==> config.mk <==
export PLATFORM = sky130hd
export DESIGN_NAME = flash_id_auth_guard
export DESIGN_NICKNAME = d
export VERILOG_FILES = /design/src/logic/flash_guard_pkg.sv /design/src/logic/settings_mem_if.sv /design/src/logic/flash_id_auth_guard.sv /design/src/logic/settings_mem.sv
export SDC_FILE = /design/constraint.sdc
export NUM_CORES = 1
export LEC_CHECK = 0
export CAP_MARGIN = 20
export CORE_ASPECT_RATIO = 0.8
export CORE_UTILIZATION = 55
export DETAILED_ROUTE_END_ITERATION = 10
export DONT_BUFFER_PORTS = 1
export HOLD_SLACK_MARGIN = 0.02
export PLACE_DENSITY_LB_ADDON = 0.15
export RECOVER_POWER = 25
export SLEW_MARGIN = 20
export SYNTH_ARGS = -nofsm -noshare
export SYNTH_HDL_FRONTEND = slang
export SYNTH_HIERARCHICAL = 1
export SYNTH_SLANG_ARGS = --single-unit
==> constraint.sdc <==
create_clock -name clock_i -period 3.09 [get_ports clock_i]
set_clock_uncertainty 0.05 [all_clocks]
set_input_delay 0.927 -clock clock_i [delete_from_list [all_inputs] [get_ports clock_i]]
set_output_delay 0.927 -clock clock_i [all_outputs]
set_load 0.02 [all_outputs]
==> src/logic/flash_guard_pkg.sv <==
// Constants and helpers shared by the flash access guard.
package flash_guard_pkg;
  localparam logic [7:0] CTRL_AUTH_ERASE = 8'h45;  // Authenticate, erase after repeated boot failures.
  localparam logic [7:0] CTRL_AUTH_RETRY = 8'h52;  // Authenticate, retry without limit.
  localparam logic [7:0] ROM_LOCK_BYTE   = 8'h00;  // Every ROM code byte at this value locks the programmer.
  localparam logic [7:0] RSV_FILL_BYTE   = 8'hff;  // Fill of the reserved ID sequence after its prefix.
  localparam logic [4:0] CTRL_IDX        = 5'h00;  // Settings byte holding the control code.
  localparam logic [4:0] ID_BASE         = 5'h01;  // First of fifteen ID code bytes.
  localparam logic [4:0] ROM_BASE        = 5'h10;  // First of four ROM code bytes.
  localparam logic [4:0] SET_LAST        = 5'h13;  // Last settings byte.
  localparam logic [3:0] ID_LAST         = 4'he;   // Index of the last ID byte.
  localparam logic [1:0] FAIL_LIMIT      = 2'h3;   // Consecutive boot failures that trigger erasure.
  localparam int         SET_DEPTH       = 20;     // Bytes of stored settings.

  // True when the control code asks for ID authentication.
  function automatic logic auth_required(input logic [7:0] ctrl);
    auth_required = (ctrl == CTRL_AUTH_ERASE) || (ctrl == CTRL_AUTH_RETRY);
  endfunction

  // Byte of the reserved ID sequence at a given ID index.
  function automatic logic [7:0] reserved_byte(input logic [3:0] idx);
    case (idx)
      4'h0:    reserved_byte = 8'h50;
      4'h1:    reserved_byte = 8'h72;
      4'h2:    reserved_byte = 8'h6f;
      4'h3:    reserved_byte = 8'h74;
      4'h4:    reserved_byte = 8'h65;
      4'h5:    reserved_byte = 8'h63;
      4'h6:    reserved_byte = 8'h74;
      default: reserved_byte = RSV_FILL_BYTE;
    endcase
  endfunction
endpackage

==> src/logic/settings_mem_if.sv <==
// Port bundle between the guard and its settings store.
`timescale 1ns/1ns
interface settings_mem_if;
  logic       we;     // Write strobe.
  logic [4:0] waddr;  // Write byte index.
  logic [7:0] wdata;  // Write byte.
  logic [4:0] raddr;  // Read byte index.
  logic [7:0] rdata;  // Registered read byte.
  modport ctrl (output we, waddr, wdata, raddr, input rdata);
  modport mem  (input we, waddr, wdata, raddr, output rdata);
endinterface

==> src/logic/flash_id_auth_guard.sv <==
// Flash access guard: settings intake, ID authentication and erase control.
`timescale 1ns/1ns
module flash_id_auth_guard (
  input  wire logic       clock_i,         // Device clock, 50 MHz.
  input  wire logic       rstn_i,          // Asynchronous reset, active low.
  input  wire logic       set_valid_i,     // Settings byte present.
  input  wire logic [7:0] set_byte_i,      // Settings byte, control first, then ID, then ROM.
  output logic            set_done_o,      // All settings taken in.
  input  wire logic       boot_connect_i,  // Boot-mode host connects (pulse).
  input  wire logic       dbg_connect_i,   // Debugger connects (pulse).
  input  wire logic       code_valid_i,    // Supplied code byte present.
  input  wire logic [7:0] code_byte_i,     // Supplied code byte, first ID byte first.
  output logic            code_ready_o,    // Guard takes a code byte.
  output logic            auth_fail_o,     // Attempt rejected (pulse).
  output logic            boot_access_o,   // Boot host may read, program and erase.
  output logic            dbg_link_o,      // Debugger connection established.
  output logic            erase_req_o,     // Whole-array erase request, held until done.
  input  wire logic       erase_done_i,    // Erase finished (pulse).
  input  wire logic       pp_req_i,        // Parallel programmer request (pulse).
  output logic            pp_allow_o,      // Parallel programmer access allowed.
  output logic            pp_refuse_o      // Programmer request refused (pulse).
);
  typedef enum logic [2:0] {ST_LOAD, ST_IDLE, ST_CODE, ST_CMP, ST_ERASE, ST_OPEN} state_e;

  state_e     state_q;      // Guard state.
  logic [4:0] load_idx_q;   // Next settings byte index.
  logic [7:0] ctrl_q;       // Stored control code.
  logic       rsv_id_q;     // ID equals the reserved sequence so far.
  logic       rom_zero_q;   // ROM code bytes all zero so far.
  logic [3:0] code_idx_q;   // Next supplied ID byte index.
  logic [7:0] code_q;       // Supplied byte under comparison.
  logic       mism_q;       // A byte of this attempt differed.
  logic       dbg_q;        // Current attempt is from the debugger.
  logic       open_after_q; // Erase was the boot-entry kind, open access afterwards.
  logic [1:0] fail_cnt_q;   // Consecutive boot failures under code 45h.
  logic       fail_q;       // Rejection pulse register.
  logic       dbg_link_q;   // Debugger link register.
  logic       refuse_q;     // Programmer refusal pulse register.

  settings_mem_if mem_bus ();

  settings_mem u_settings_mem (
    .clock_i (clock_i),
    .bus     (mem_bus)
  );

  // Settings intake writes the store; comparison reads the ID bytes.
  // three stored settings
  assign mem_bus.we    = (state_q == ST_LOAD) && set_valid_i;
  assign mem_bus.waddr = load_idx_q;
  assign mem_bus.wdata = set_byte_i;
  assign mem_bus.raddr = flash_guard_pkg::ID_BASE + {1'b0, code_idx_q};

  logic       in_id;     // Intake is within the ID bytes.
  logic [4:0] id_off_w;  // ID offset of the byte being taken in.
  assign id_off_w = load_idx_q - flash_guard_pkg::ID_BASE;
  assign in_id    = (load_idx_q >= flash_guard_pkg::ID_BASE) && (load_idx_q < flash_guard_pkg::ROM_BASE);

  // Comparison outcome of each byte and of the last byte of an attempt.
  logic lock_rsv;   // Reserved pairing: nothing ever matches.
  logic byte_bad;   // Byte under comparison differs.
  logic last_cmp;   // Comparing the final byte.
  logic attempt_ok; // Whole attempt matched.
  logic boot_fail;  // Boot attempt failed now.
  logic third_fail; // This boot failure erases the array.
  assign lock_rsv   = (ctrl_q == flash_guard_pkg::CTRL_AUTH_RETRY) && rsv_id_q;
  // The stored byte was fetched while the guard waited for the code byte, so both stand here.
  assign byte_bad   = (mem_bus.rdata != code_q);
  assign last_cmp   = (state_q == ST_CMP) && (code_idx_q == flash_guard_pkg::ID_LAST);
  assign attempt_ok = last_cmp && !mism_q && !byte_bad && !lock_rsv;
  assign boot_fail  = last_cmp && !attempt_ok && !dbg_q;
  assign third_fail = boot_fail && (ctrl_q == flash_guard_pkg::CTRL_AUTH_ERASE)
                      && (fail_cnt_q == flash_guard_pkg::FAIL_LIMIT - 2'h1);

  // Settings intake: capture control code and decode ID and ROM patterns on the fly.
  always_ff @(posedge clock_i or negedge rstn_i)
  begin
    if (!rstn_i)
    begin
      load_idx_q <= 5'h00;
      ctrl_q     <= 8'h00;
      rsv_id_q   <= 1'b1;
      rom_zero_q <= 1'b1;
    end
    else if ((state_q == ST_LOAD) && set_valid_i)
    begin
      load_idx_q <= load_idx_q + 5'h01;
      if (load_idx_q == flash_guard_pkg::CTRL_IDX)
      begin
        ctrl_q <= set_byte_i;
      end
      else if (in_id)
      begin
        rsv_id_q <= rsv_id_q && (set_byte_i == flash_guard_pkg::reserved_byte(id_off_w[3:0]));
      end
      else
      begin
        rom_zero_q <= rom_zero_q && (set_byte_i == flash_guard_pkg::ROM_LOCK_BYTE);
      end
    end
  end

  // Main sequencing of connections, attempts and erasure.
  always_ff @(posedge clock_i or negedge rstn_i)
  begin
    if (!rstn_i)
    begin
      state_q      <= ST_LOAD;
      code_idx_q   <= 4'h0;
      code_q       <= 8'h00;
      mism_q       <= 1'b0;
      dbg_q        <= 1'b0;
      open_after_q <= 1'b0;
    end
    else
    begin
      case (state_q)
        ST_LOAD:
        begin
          if (set_valid_i && (load_idx_q == flash_guard_pkg::SET_LAST))
          begin
            state_q <= ST_IDLE;
          end
        end
        ST_IDLE:
        begin
          // Boot wins when both parties connect in the same cycle.
          if (boot_connect_i)
          begin
            dbg_q <= 1'b0;
            if (flash_guard_pkg::auth_required(ctrl_q))
            begin
              state_q <= ST_CODE;
            end
            else
            begin
              open_after_q <= 1'b1;
              state_q      <= ST_ERASE;
            end
          end
          else if (dbg_connect_i && flash_guard_pkg::auth_required(ctrl_q))
          begin
            dbg_q   <= 1'b1;
            state_q <= ST_CODE;
          end
        end
        ST_CODE:
        begin
          if (code_valid_i)
          begin
            code_q  <= code_byte_i;
            state_q <= ST_CMP;
          end
        end
        ST_CMP:
        begin
          if (!last_cmp)
          begin
            mism_q     <= mism_q || byte_bad;
            code_idx_q <= code_idx_q + 4'h1;
            state_q    <= ST_CODE;
          end
          else
          begin
            mism_q     <= 1'b0;
            code_idx_q <= 4'h0;
            if (attempt_ok && !dbg_q)
            begin
              state_q <= ST_OPEN;
            end
            else if (attempt_ok)
            begin
              state_q <= ST_IDLE;
            end
            else if (third_fail)
            begin
              open_after_q <= 1'b0;
              state_q      <= ST_ERASE;
            end
            else
            begin
              state_q <= ST_CODE;
            end
          end
        end
        ST_ERASE:
        begin
          if (erase_done_i)
          begin
            state_q <= open_after_q ? ST_OPEN : ST_IDLE;
          end
        end
        ST_OPEN:
        begin
          state_q <= ST_OPEN;
        end
        default:
        begin
          state_q <= ST_LOAD;
        end
      endcase
    end
  end

  // Consecutive boot failure count, only kept under code 45h.
  always_ff @(posedge clock_i or negedge rstn_i)
  begin
    if (!rstn_i)
    begin
      fail_cnt_q <= 2'h0;
    end
    else if (last_cmp && !dbg_q)
    begin
      if (attempt_ok || third_fail || (ctrl_q != flash_guard_pkg::CTRL_AUTH_ERASE))
      begin
        fail_cnt_q <= 2'h0;
      end
      else
      begin
        fail_cnt_q <= fail_cnt_q + 2'h1;
      end
    end
  end

  // Outcome pulses and the debugger link.
  always_ff @(posedge clock_i or negedge rstn_i)
  begin
    if (!rstn_i)
    begin
      fail_q     <= 1'b0;
      dbg_link_q <= 1'b0;
      refuse_q   <= 1'b0;
    end
    else
    begin
      fail_q   <= last_cmp && !attempt_ok;
      refuse_q <= pp_req_i && !pp_allow_o;
      if ((state_q == ST_IDLE) && !boot_connect_i && dbg_connect_i && !flash_guard_pkg::auth_required(ctrl_q))
      begin
        dbg_link_q <= 1'b1;
      end
      else if (attempt_ok && dbg_q)
      begin
        dbg_link_q <= 1'b1;
      end
    end
  end

  assign set_done_o    = (state_q != ST_LOAD);
  assign code_ready_o  = (state_q == ST_CODE);
  assign auth_fail_o   = fail_q;
  assign boot_access_o = (state_q == ST_OPEN);
  assign dbg_link_o    = dbg_link_q;
  assign erase_req_o   = (state_q == ST_ERASE);
  assign pp_allow_o    = set_done_o && !rom_zero_q;
  assign pp_refuse_o   = refuse_q;
endmodule // flash_id_auth_guard

==> src/logic/settings_mem.sv <==
// Small byte store for the protection settings with a registered read port.
`timescale 1ns/1ns
module settings_mem (
  input  wire logic     clock_i,  // Device clock.
  settings_mem_if.mem   bus       // Read and write port.
);
  logic [7:0] store_q [flash_guard_pkg::SET_DEPTH];  // Settings bytes; no reset, loaded before use.
  logic [7:0] rdata_q;                               // Read data register.

  // Write port; the store is only written while settings are being loaded.
  always_ff @(posedge clock_i)
  begin
    if (bus.we)
    begin
      store_q[bus.waddr] <= bus.wdata;
    end
  end

  // Read port, one cycle of latency so the store maps onto a register file.
  always_ff @(posedge clock_i)
  begin
    rdata_q <= store_q[bus.raddr];
  end

  assign bus.rdata = rdata_q;
endmodule // settings_mem

=== Yosys cells after proc, flatten, opt, wreduce, memory -nomap -nowiden ===
Memories as Yosys holds them, arrays and structs flattened. A register that Yosys moved wholly into a read port is not among the register bits.
Cells that the tools add are included.

* Add/sub/neg operators: 5
* Order comparisons: 2
* Equal/unequal tests: 29
* Multiplexer cells: 32
* Bitwise gates (word level): 2
* Reduce and logical (&&, ||, !) cells: 52

{| class="wikitable"
|+ Operators with widths
! cell !! number
|-
| $pmux 8 s6 || 1
|-
| $mux 3 || 11
|-
| $mux 8 || 3
|-
| $logic_and 1x1->1 || 23
|-
| $pmux 3 s6 || 1
|-
| $eq 8x7->1 const B || 2
|-
| $ne 2x2->1 const B || 7
|-
| $mux 1 || 13
|-
| $eq 4x3->1 const B || 3
|-
| $logic_not 1->1 || 9
|-
| $eq 4x2->1 const B || 2
|-
| $eq 8x8->1 || 1
|-
| $logic_not 8->1 || 1
|-
| $ne 8x7->1 const B || 1
|-
| $ne 8x8->1 || 1
|-
| $reduce_and 7->1 || 1
|-
| $eq 3x2->1 const B || 2
|-
| $eq 3x3->1 const B || 2
|-
| $reduce_and 2->1 || 3
|-
| $reduce_and 3->1 || 2
|-
| $reduce_bool 2->1 || 3
|-
| $add 1x4->5 const A || 1
|-
| $add 5x1->5 const B || 1
|-
| $eq 5x5->1 const B || 1
|-
| 22 further kinds || 27
|}

* Register bits: 38
* RAM bits: 160
* Bits of input ports: 24
* Output and inout bits: 8
* Logic and storage cells: 137
* Memories: 1

{| class="wikitable"
|+ Memories
! memory !! depth !! width !! read ports !! clocked after Yosys merged registers in !! wr ports !! line !! RTL
|-
| u_settings_mem.store_q || 20 || 8 || 1 || 1 || 1 || settings_mem.sv:7 || <nowiki>logic [7:0] store_q [flash_guard_pkg::SET_DEPTH];</nowiki>
|}

=== Longest topological paths before layout ===
Gate-level depths: netlist (run 1).

* Depth in word-level cells: 15
* Gate-level depth with buffers: 10
* Depth with buffers taken out: 8

=== Cells and area by module ===
The synthesis (run 1) kept the hierarchy.

{| class="wikitable"
|+ By module, submodules not included
! module !! times used !! cells each !! area each (um^2) !! sequential area each (um^2)
|-
| settings_mem || 1 || 308 || 6482.5 || 4964.8
|-
| flash_id_auth_guard || 1 || 255 || 2403.6 || 953.4
|}

=== Least setup slack after synthesis (run 1) ===
Ideal clock, no wire load.

* Path type: input to register
* Start point: input port set_valid_i
* End point: memory u_settings_mem.store_q[0][0] (enable)
* Library setup time: 370 ps
* Arrival time: 2129 ps
* Required time: 2670 ps
* Path slack: 541 ps
* Stages: 4
* Buffers on the path: 1
* Cell sequence: and2_1 buf_2 or3b_2 nor2_1

* Word-level cells in the longest chain between the ends: 3

{| class="wikitable"
|+ Ends and longest elaborated chain
! element !! line !! RTL
|-
| start, declared || flash_id_auth_guard.sv:6 || <nowiki>input wire logic set_valid_i,</nowiki>
|-
| $logic_and 1x1->1 || flash_id_auth_guard.sv:49 || <nowiki>assign mem_bus.we = (state_q == ST_LOAD) && set_valid_i;</nowiki>
|-
| via mem_bus.we || settings_mem_if.sv:4 || <nowiki>logic we;</nowiki>
|-
| $mux 1 || settings_mem.sv:13 || <nowiki>if (bus.we)</nowiki>
|-
| $mux 1 (not written as such) || settings_mem.sv:15 || <nowiki>store_q[bus.waddr] <= bus.wdata;</nowiki>
|-
| end, declared || settings_mem.sv:7 ||
|}

The timed path passes the listed nets, and every way through them passes these cells.

=== Worst setup path after layout (run 1) ===
* Start point: register load_idx_q[0]
* End point: register rsv_id_q

* Word-level cells in the longest chain between the ends: 9
* Elaborated cells on any way between the ends: 21
* Classes of those cells: add/sub: 1; order compare: 2; eq/ne: 7; mux: 4; bitwise: 1; reduce/logical: 6

{| class="wikitable"
|+ Ends and longest elaborated chain
! element !! line !! RTL
|-
| start, declared || flash_id_auth_guard.sv:26 || <nowiki>logic [4:0] load_idx_q;</nowiki>
|-
| start signal, assigned || flash_id_auth_guard.sv:87 || <nowiki>load_idx_q <= load_idx_q + 5'h01;</nowiki>
|-
| $sub 4x1->4 || flash_id_auth_guard.sv:56 || <nowiki>assign id_off_w = load_idx_q - flash_guard_pkg::ID_BASE;</nowiki>
|-
| $eq 4x3->1 / $eq 4x2->1 (equally long branches) || flash_guard_pkg.sv:22 || <nowiki>case (idx)</nowiki>
|-
| $reduce_or 2->1 (no line) || n/a ||
|-
| $pmux 8 s6 || flash_guard_pkg.sv:22 ||
|-
| $mux 8 || flash_id_auth_guard.sv:92 || <nowiki>else if (in_id)</nowiki>
|-
| $mux 8 || flash_id_auth_guard.sv:88 || <nowiki>if (load_idx_q == flash_guard_pkg::CTRL_IDX)</nowiki>
|-
| $mux 8 || flash_id_auth_guard.sv:85 || <nowiki>else if ((state_q == ST_LOAD) && set_valid_i)</nowiki>
|-
| $eq 8x8->1 || flash_id_auth_guard.sv:94 || <nowiki>rsv_id_q <= rsv_id_q && (set_byte_i == flash_guard_pkg::reserved_byte(id_off_w[3:0]));</nowiki>
|-
| $logic_and 1x1->1 || flash_id_auth_guard.sv:94 ||
|-
| end signal, assigned || flash_id_auth_guard.sv:94 ||
|-
| end, declared || flash_id_auth_guard.sv:28 || <nowiki>logic rsv_id_q;</nowiki>
|}

Several ways; a longest one is shown, not always the timed one. The select of a mux whose other input is x is not followed.
A chain may end at the register's enable or synchronous reset.

==> flow_summary.toml, run 1 <==
[synth]
yosys.area.top_type = "edfxtp_1"
syn_inst = 563
ys_async_sr_fraction_pct = 18.4
synth_seq_area_share_pct = 66.6
synth_cell_type_count = 65
syn-num-nets = 596
syn_area_mm2 = 0.00889
synth-seq-cells = 206
synth_top_area_share_pct = 54.1
synth_area_leaders = "edfxtp_1 54%, dfrtp_1 10%, mux4_2 5.3%"
syn_avg_cell_area_um2 = 15.8
ys_dominant_reg_cell = "edfxtp_1"
yosysWarnings = 6
synth_edf_count = 160

[cells_and_area]
drive_above_1_share_pct = 17.3
fin_util_pct = 61.8
nNetsFinal = 617
postLayoutCellArea_mm2 = 0.00977
antenna_cells = 0
area_growth_pct = 9.91
n_fill_cell = 1204
final_cells = 810

[grt]
grt_pass1_wl_um = 28500
antenna_found_initial = 0
grt_max_degree = 49
grt-ovfl-total = 0
first_global_vias = 4904
grt_usage_pct = 23.6

[cts]
cts_setup_buffers = 0
numClockSinks = 206
htreeDepth = 1
ctsResizeCount = 0
cts_tree = "built"
clock_latency_ns = 0.49
postCtsHoldBufs = 0
cts_buffers = 21
cts-root-buf = "clkbuf_16"
cts.path.max_buffers = 3
clk_pin_slew_ns = 0.06

[die]
die_area_mm2 = 0.0167
core_area_mm2 = 0.0158
io_pins = 32
die_w_um = 144
die_height_um = 116
initial_core_util_pct = 56.2
rows = 41

[power_and_ir_drop]
power.leakage_nw = 3.43
power_density_mw_per_mm2 = 868
ir_drop_mv = 0.430

[timing]
clock.fmax_mhz = 357
slew_headroom_pct = 53.5
setup_viol = 0
final.period_utilization_pct = 90.7
rsz0062_at_grt = "no"
tightest_slew_ns = 0.698
fin_hold_ws_ns = 0.0804
fin_setup_tns_ns = 0
fin_crit_ns = 2.80
slew_violations = 0
hold_viol = 0

[place]
place_congestion = 0.829
dpl.cell_count = 776
io_buffers = 0
dp_hpwl_um = 11500
postPlaceCellArea_mm2 = 0.00918

[worst_setup_path]
path_max_fanout = 16
path_cells = "buf_4 > ha_1 > nor3_1 > o21a_1 > a2bb2oi_1 > mux2i_1 > a31oi_1 > o41ai_1"
slowest_delay_ns = 0.51
crit_slowest_cell = "nor3_1"
cp_data_required_time_ns = 3.41
endpoint_kind = "register"
crit_arrival_ns = 3.13
crit_buf_inv = 1
cp-start-kind = "register"
critical_path_class = "register to register"
critical-path-top-delay-family = "compound AO/OA/AOI/OAI gates"

[drt]
drc_errors = 0
drt_first_pass_iters = 4
wl_um = 18200
wl_per_cell_um = 22.4
ant_nets = 0
via_per_inst = 6.12
vias = 4959
first_iter_violations = 481

[flow_run]
drv_cap = 0

[outcome]
status = "finished clean"

[worst_hold_path]
min_path_type = "input pin to asynchronous set/reset pin"
==> kinds of logic after synthesis <==
kind of cell / count (synthesis) / share of synthesized area (%)
and+or+nand+nor: 140 / 8.22
muxes: 75 / 13.7
DFF: 206 / 66.6
AOI/OAI and AO/OA: 77 / 6.05
xor gates and xnor gates: 15 / 1.48
buffers and inverters: 41 / 2.72
adders and majority gates: 9 / 1.27
==> synthesized netlist by cell type (all sizes together) (3+ instances only) <==
cell and count:
edfxtp 160, nor2 40, dfrtp 36, mux4 32, nand2 27, mux2i 26, o21ai 23, mux2 17
buf 16, inv 13, clkbuf 12, nor3 12, nand3 10, ha 9, o211ai 9, xor2 9
a21oi 8, a221oi 8, dfxtp 8, nand2b 8, nor2b 7, nand3b 6, nand4 6, xnor2 6
a31oi 5, a21o 4, and2 4, nor4 4, or3 4, a2bb2oi 3
==> layer usage <==
metal | wire length [um] | GRT usage [%]
met3 | 1050 | 4.13
met2 | 8450 | 36.5
met4 | 337 | 5.82
met1 | 8330 | 35.0
met5 | 0 | 0
==> state kept, by name, indices dropped and copies added, names as in the netlist <==
signal	cells
u_settings_mem/bus.rdata	8
load_idx_q	5
state_q	3
dbg_link_o	1
code_idx_q	4
pp_refuse_o	1
open_after_q	1
ctrl_q	8
rsv_id_q	1
fail_cnt_q	2
auth_fail_o	1
u_settings_mem/store_q	160
code_q	8
dbg_q	1
mism_q	1
rom_zero_q	1
==> per-stage QoR <==
| step | worst slack [ns] | power (W) |
|---|---|---|
| after floorplan | 0.541 | 0.00573 |
| after global placement | 0.599 | 0.00617 |
| after detailed placement | 0.348 | 0.00627 |
| after CTS | 0.344 | 0.00851 |
| after global routing | 0.137 | 0.00891 |
| final | 0.286 | 0.00848 |
==> final cells by class <==
cell class / count / area, um^2 / share of cell area, %
inverters: 13 / 48.8 / 0.500
multi-input cells: 316 / 2730 / 28.0
repair buffers: 26 / 208 / 2.13
clock buffers: 22 / 529 / 5.42
clock inverters: 12 / 60.1 / 0.615
flip-flops and latches: 206 / 5920 / 60.6
well taps: 215 / 269 / 2.75
==> final timing paths <==
kind | from | slack (ns) | endpoint | cells after the start
worst min register to register | rom_zero_q$_DFFE_PN1P_ | 0.41 | rom_zero_q$_DFFE_PN1P_ | 1
worst max-delay path | load_idx_q[0]$_DFFE_PN0P_ | 0.29 | rsv_id_q$_DFFE_PN1P_ | 8
min in group clock_i | rom_zero_q$_DFFE_PN1P_ | 0.41 | rom_zero_q$_DFFE_PN1P_ | 1
worst min-delay path | rstn_i | 0.08 | code_idx_q[0]$_DFFE_PN0P_ | 0
worst max register to register | load_idx_q[0]$_DFFE_PN0P_ | 0.29 | rsv_id_q$_DFFE_PN1P_ | 8
max in group asynchronous | rstn_i | 2.72 | rom_zero_q$_DFFE_PN1P_ | 0
==> cells in the final DEF (no fill, tap or decap), drive strengths merged, types with 6 or more instances in the layout <==
master / n
mux2i: 26
buf: 26
dfxtp: 8
inv: 13
mux4: 32
o211ai: 9
nor2: 40
o21ai: 23
a21oi: 8
edfxtp: 160
xnor2: 6
nand3: 10
nand2: 27
ha: 9
nand3b: 6
nand4: 6
dfrtp: 36
nand2b: 8
nor2b: 7
a221oi: 8
xor2: 9
mux2: 17
clkinv: 11
nor3: 12
clkbuf: 22
==> where the power goes <==
group          switching, W  total (W)  internal (W)
registers          0.000302    0.00362       0.00332
logic               0.00147    0.00262       0.00116
clock network      0.000996    0.00223       0.00123
total               0.00276    0.00848       0.00571
No activity file was read; power rests on OpenSTA's default activity.
==> run 2: changes to the inputs <==
--- a/config.mk
+++ b/config.mk
@@ -12,7 +12,7 @@
 export DONT_BUFFER_PORTS = 1
 export HOLD_SLACK_MARGIN = 0.02
 export PLACE_DENSITY_LB_ADDON = 0.15
-export RECOVER_POWER = 25
+export RECOVER_POWER = 100
 export SLEW_MARGIN = 20
 export SYNTH_ARGS = -nofsm -noshare
 export SYNTH_HDL_FRONTEND = slang
==> flow_summary.toml, run 2 (same netlist as run 1, synthesis figures left out) <==
[outcome]
status = "finished clean"

[cts]
cts_setup_buffers = 0
clk_pin_slew_ns = 0.06
cts.path.max_buffers = 3
postCtsHoldBufs = 0
htreeDepth = 1
clock_latency_ns = 0.49
ctsResizeCount = 0
numClockSinks = 206
cts_buffers = 21
cts-root-buf = "clkbuf_16"
cts_tree = "built"

[cells_and_area]
top_register = "u_settings_mem/store_q"
area_growth_pct = 9.15
antenna_cells = 0
layout_common_cells = "160 x edfxtp_1, 40 x nor2_1, 36 x dfrtp_1"
layout_commonest_cell = "edfxtp_1"
nNetsFinal = 617
largest_reg_flops = 160
drive_above_1_share_pct = 15.8
postLayoutCellArea_mm2 = 0.00970

[worst_setup_path]
path_depth = 8
slowest_delay_ns = 0.51
r2r_end = "rsv_id_q$_DFFE_PN1P_"
critical_path_class = "register to register"
reg2reg_slack_ns = 0.31
cp-start-kind = "register"
cp-startpoint = "load_idx_q[0]$_DFFE_PN0P_"
rr_worst_depth = 8
cp-endpoint = "rsv_id_q$_DFFE_PN1P_"
crit_arrival_ns = 3.10
crit_slowest_cell = "nor3_1"
crit_buf_inv = 1
cp_data_required_time_ns = 3.41
critical-path-top-delay-family = "compound AO/OA/AOI/OAI gates"
path_cells = "buf_4 > ha_1 > nor3_1 > o21a_1 > a2bb2oi_1 > mux2i_1 > a31oi_1 > o41ai_1"
path_max_fanout = 16
rr_startpoint = "load_idx_q[0]$_DFFE_PN0P_"
endpoint_kind = "register"

[grt]
antenna_found_initial = 0
grt_usage_pct = 23.6
first_global_vias = 4904
grt_pass1_wl_um = 28500
grt_max_degree = 49
grt-ovfl-total = 0

[place]
io_buffers = 0
postPlaceCellArea_mm2 = 0.00918
dp_hpwl_um = 11500
pre_cts_ws_ns = 0.348
place_congestion = 0.829

[die]
rows = 41
die_height_um = 116
initial_core_util_pct = 56.2
die_area_mm2 = 0.0167
core_area_mm2 = 0.0158
io_pins = 32
die_w_um = 144

[drt]
drt_first_pass_iters = 5
ant_nets = 0
wl_per_cell_um = 22.4
via_per_inst = 6.12
vias = 4961
first_iter_violations = 489
drc_errors = 0
wl_um = 18100

[power_and_ir_drop]
power.total_w = 0.00844
ir_drop_mv = 0.431
power_density_mw_per_mm2 = 870
power.leakage_nw = 3.39

[timing]
clock.fmax_mhz = 360
setup_viol = 0
fin_setup_tns_ns = 0
rsz0062_at_grt = "no"
slew_headroom_pct = 53.5
tightest_slew_ns = 0.698
fin_crit_ns = 2.78
fin_hold_ws_ns = 0.0802
slew_violations = 0
final.period_utilization_pct = 89.9
setup_ws_ns = 0.311
hold_viol = 0

[flow_run]
drv_cap = 0

[worst_hold_path]
min_path_type = "input pin to asynchronous set/reset pin"
## run 2: changes by cell type in the layout (fill, tap and decap cells not counted), sizes merged
| cell | before | now |
|---|---|---|
| buf | 26 | 6 |
| clkbuf | 22 | 42 |
## run 2: per-layer routing
metal  up-vias  track usage, %  share of wire [%]
met5         -               0                  0
met4         0            5.82                1.9
met3        28            4.13                6.3
met2       156            36.5                 47
met1      2540            35.0                 45
li1       2237               -                  -
## run 2: where the power goes
part	total (W)	leakage [nW]	switching, W	internal (W)
Combinational	0.00258	1.12	0.00145	0.00113
Sequential	0.00362	1.98	0.000300	0.00332
Clock	0.00223	0.292	0.000999	0.00123
Total	0.00844	3.39	0.00275	0.00569
## run 2: worst min-delay path by stage
stage | to | from | cells after the start | slack, ns
2_1_floorplan | rom_zero_q$_DFFE_PN1P_ | rom_zero_q$_DFFE_PN1P_ | 1 | 0.39
3_3_place_gp | rom_zero_q$_DFFE_PN1P_ | rom_zero_q$_DFFE_PN1P_ | 1 | 0.40
3_5_place_dp | rom_zero_q$_DFFE_PN1P_ | rom_zero_q$_DFFE_PN1P_ | 1 | 0.41
4_1_cts | load_idx_q[2]$_DFFE_PN0P_ | rstn_i | 0 | 0.07
5_1_grt | load_idx_q[2]$_DFFE_PN0P_ | rstn_i | 0 | 0.06
6_report | code_idx_q[0]$_DFFE_PN0P_ | rstn_i | 0 | 0.08
## run 2: per-stage QoR
stage	cells	util (%)
after floorplan	563	-
after global placement	776	58.1
after detailed placement	776	58.1
after CTS	810	61.8
after global routing	810	61.4
final	810	61.4
## run 2: cell type report
class,count,area [um^2]
Fill cell,1223,6100
Sequential cell,206,5920
Multi-Input combinational cell,316,2720
Clock buffer,22,529
Tap cell,215,269
Timing Repair Buffer,26,150
Clock inverter,12,60.1
Inverter,13,48.8
## run 2: worst register-to-register path: cells and delay by family (launching register included)
family	cells	cell delay [ns]
AOI/OAI and AO/OA	4	0.99
and+or+nand+nor	1	0.51
DFF	1	0.38
adders and majority gates	1	0.31
muxes	1	0.25
buffers and inverters	1	0.19
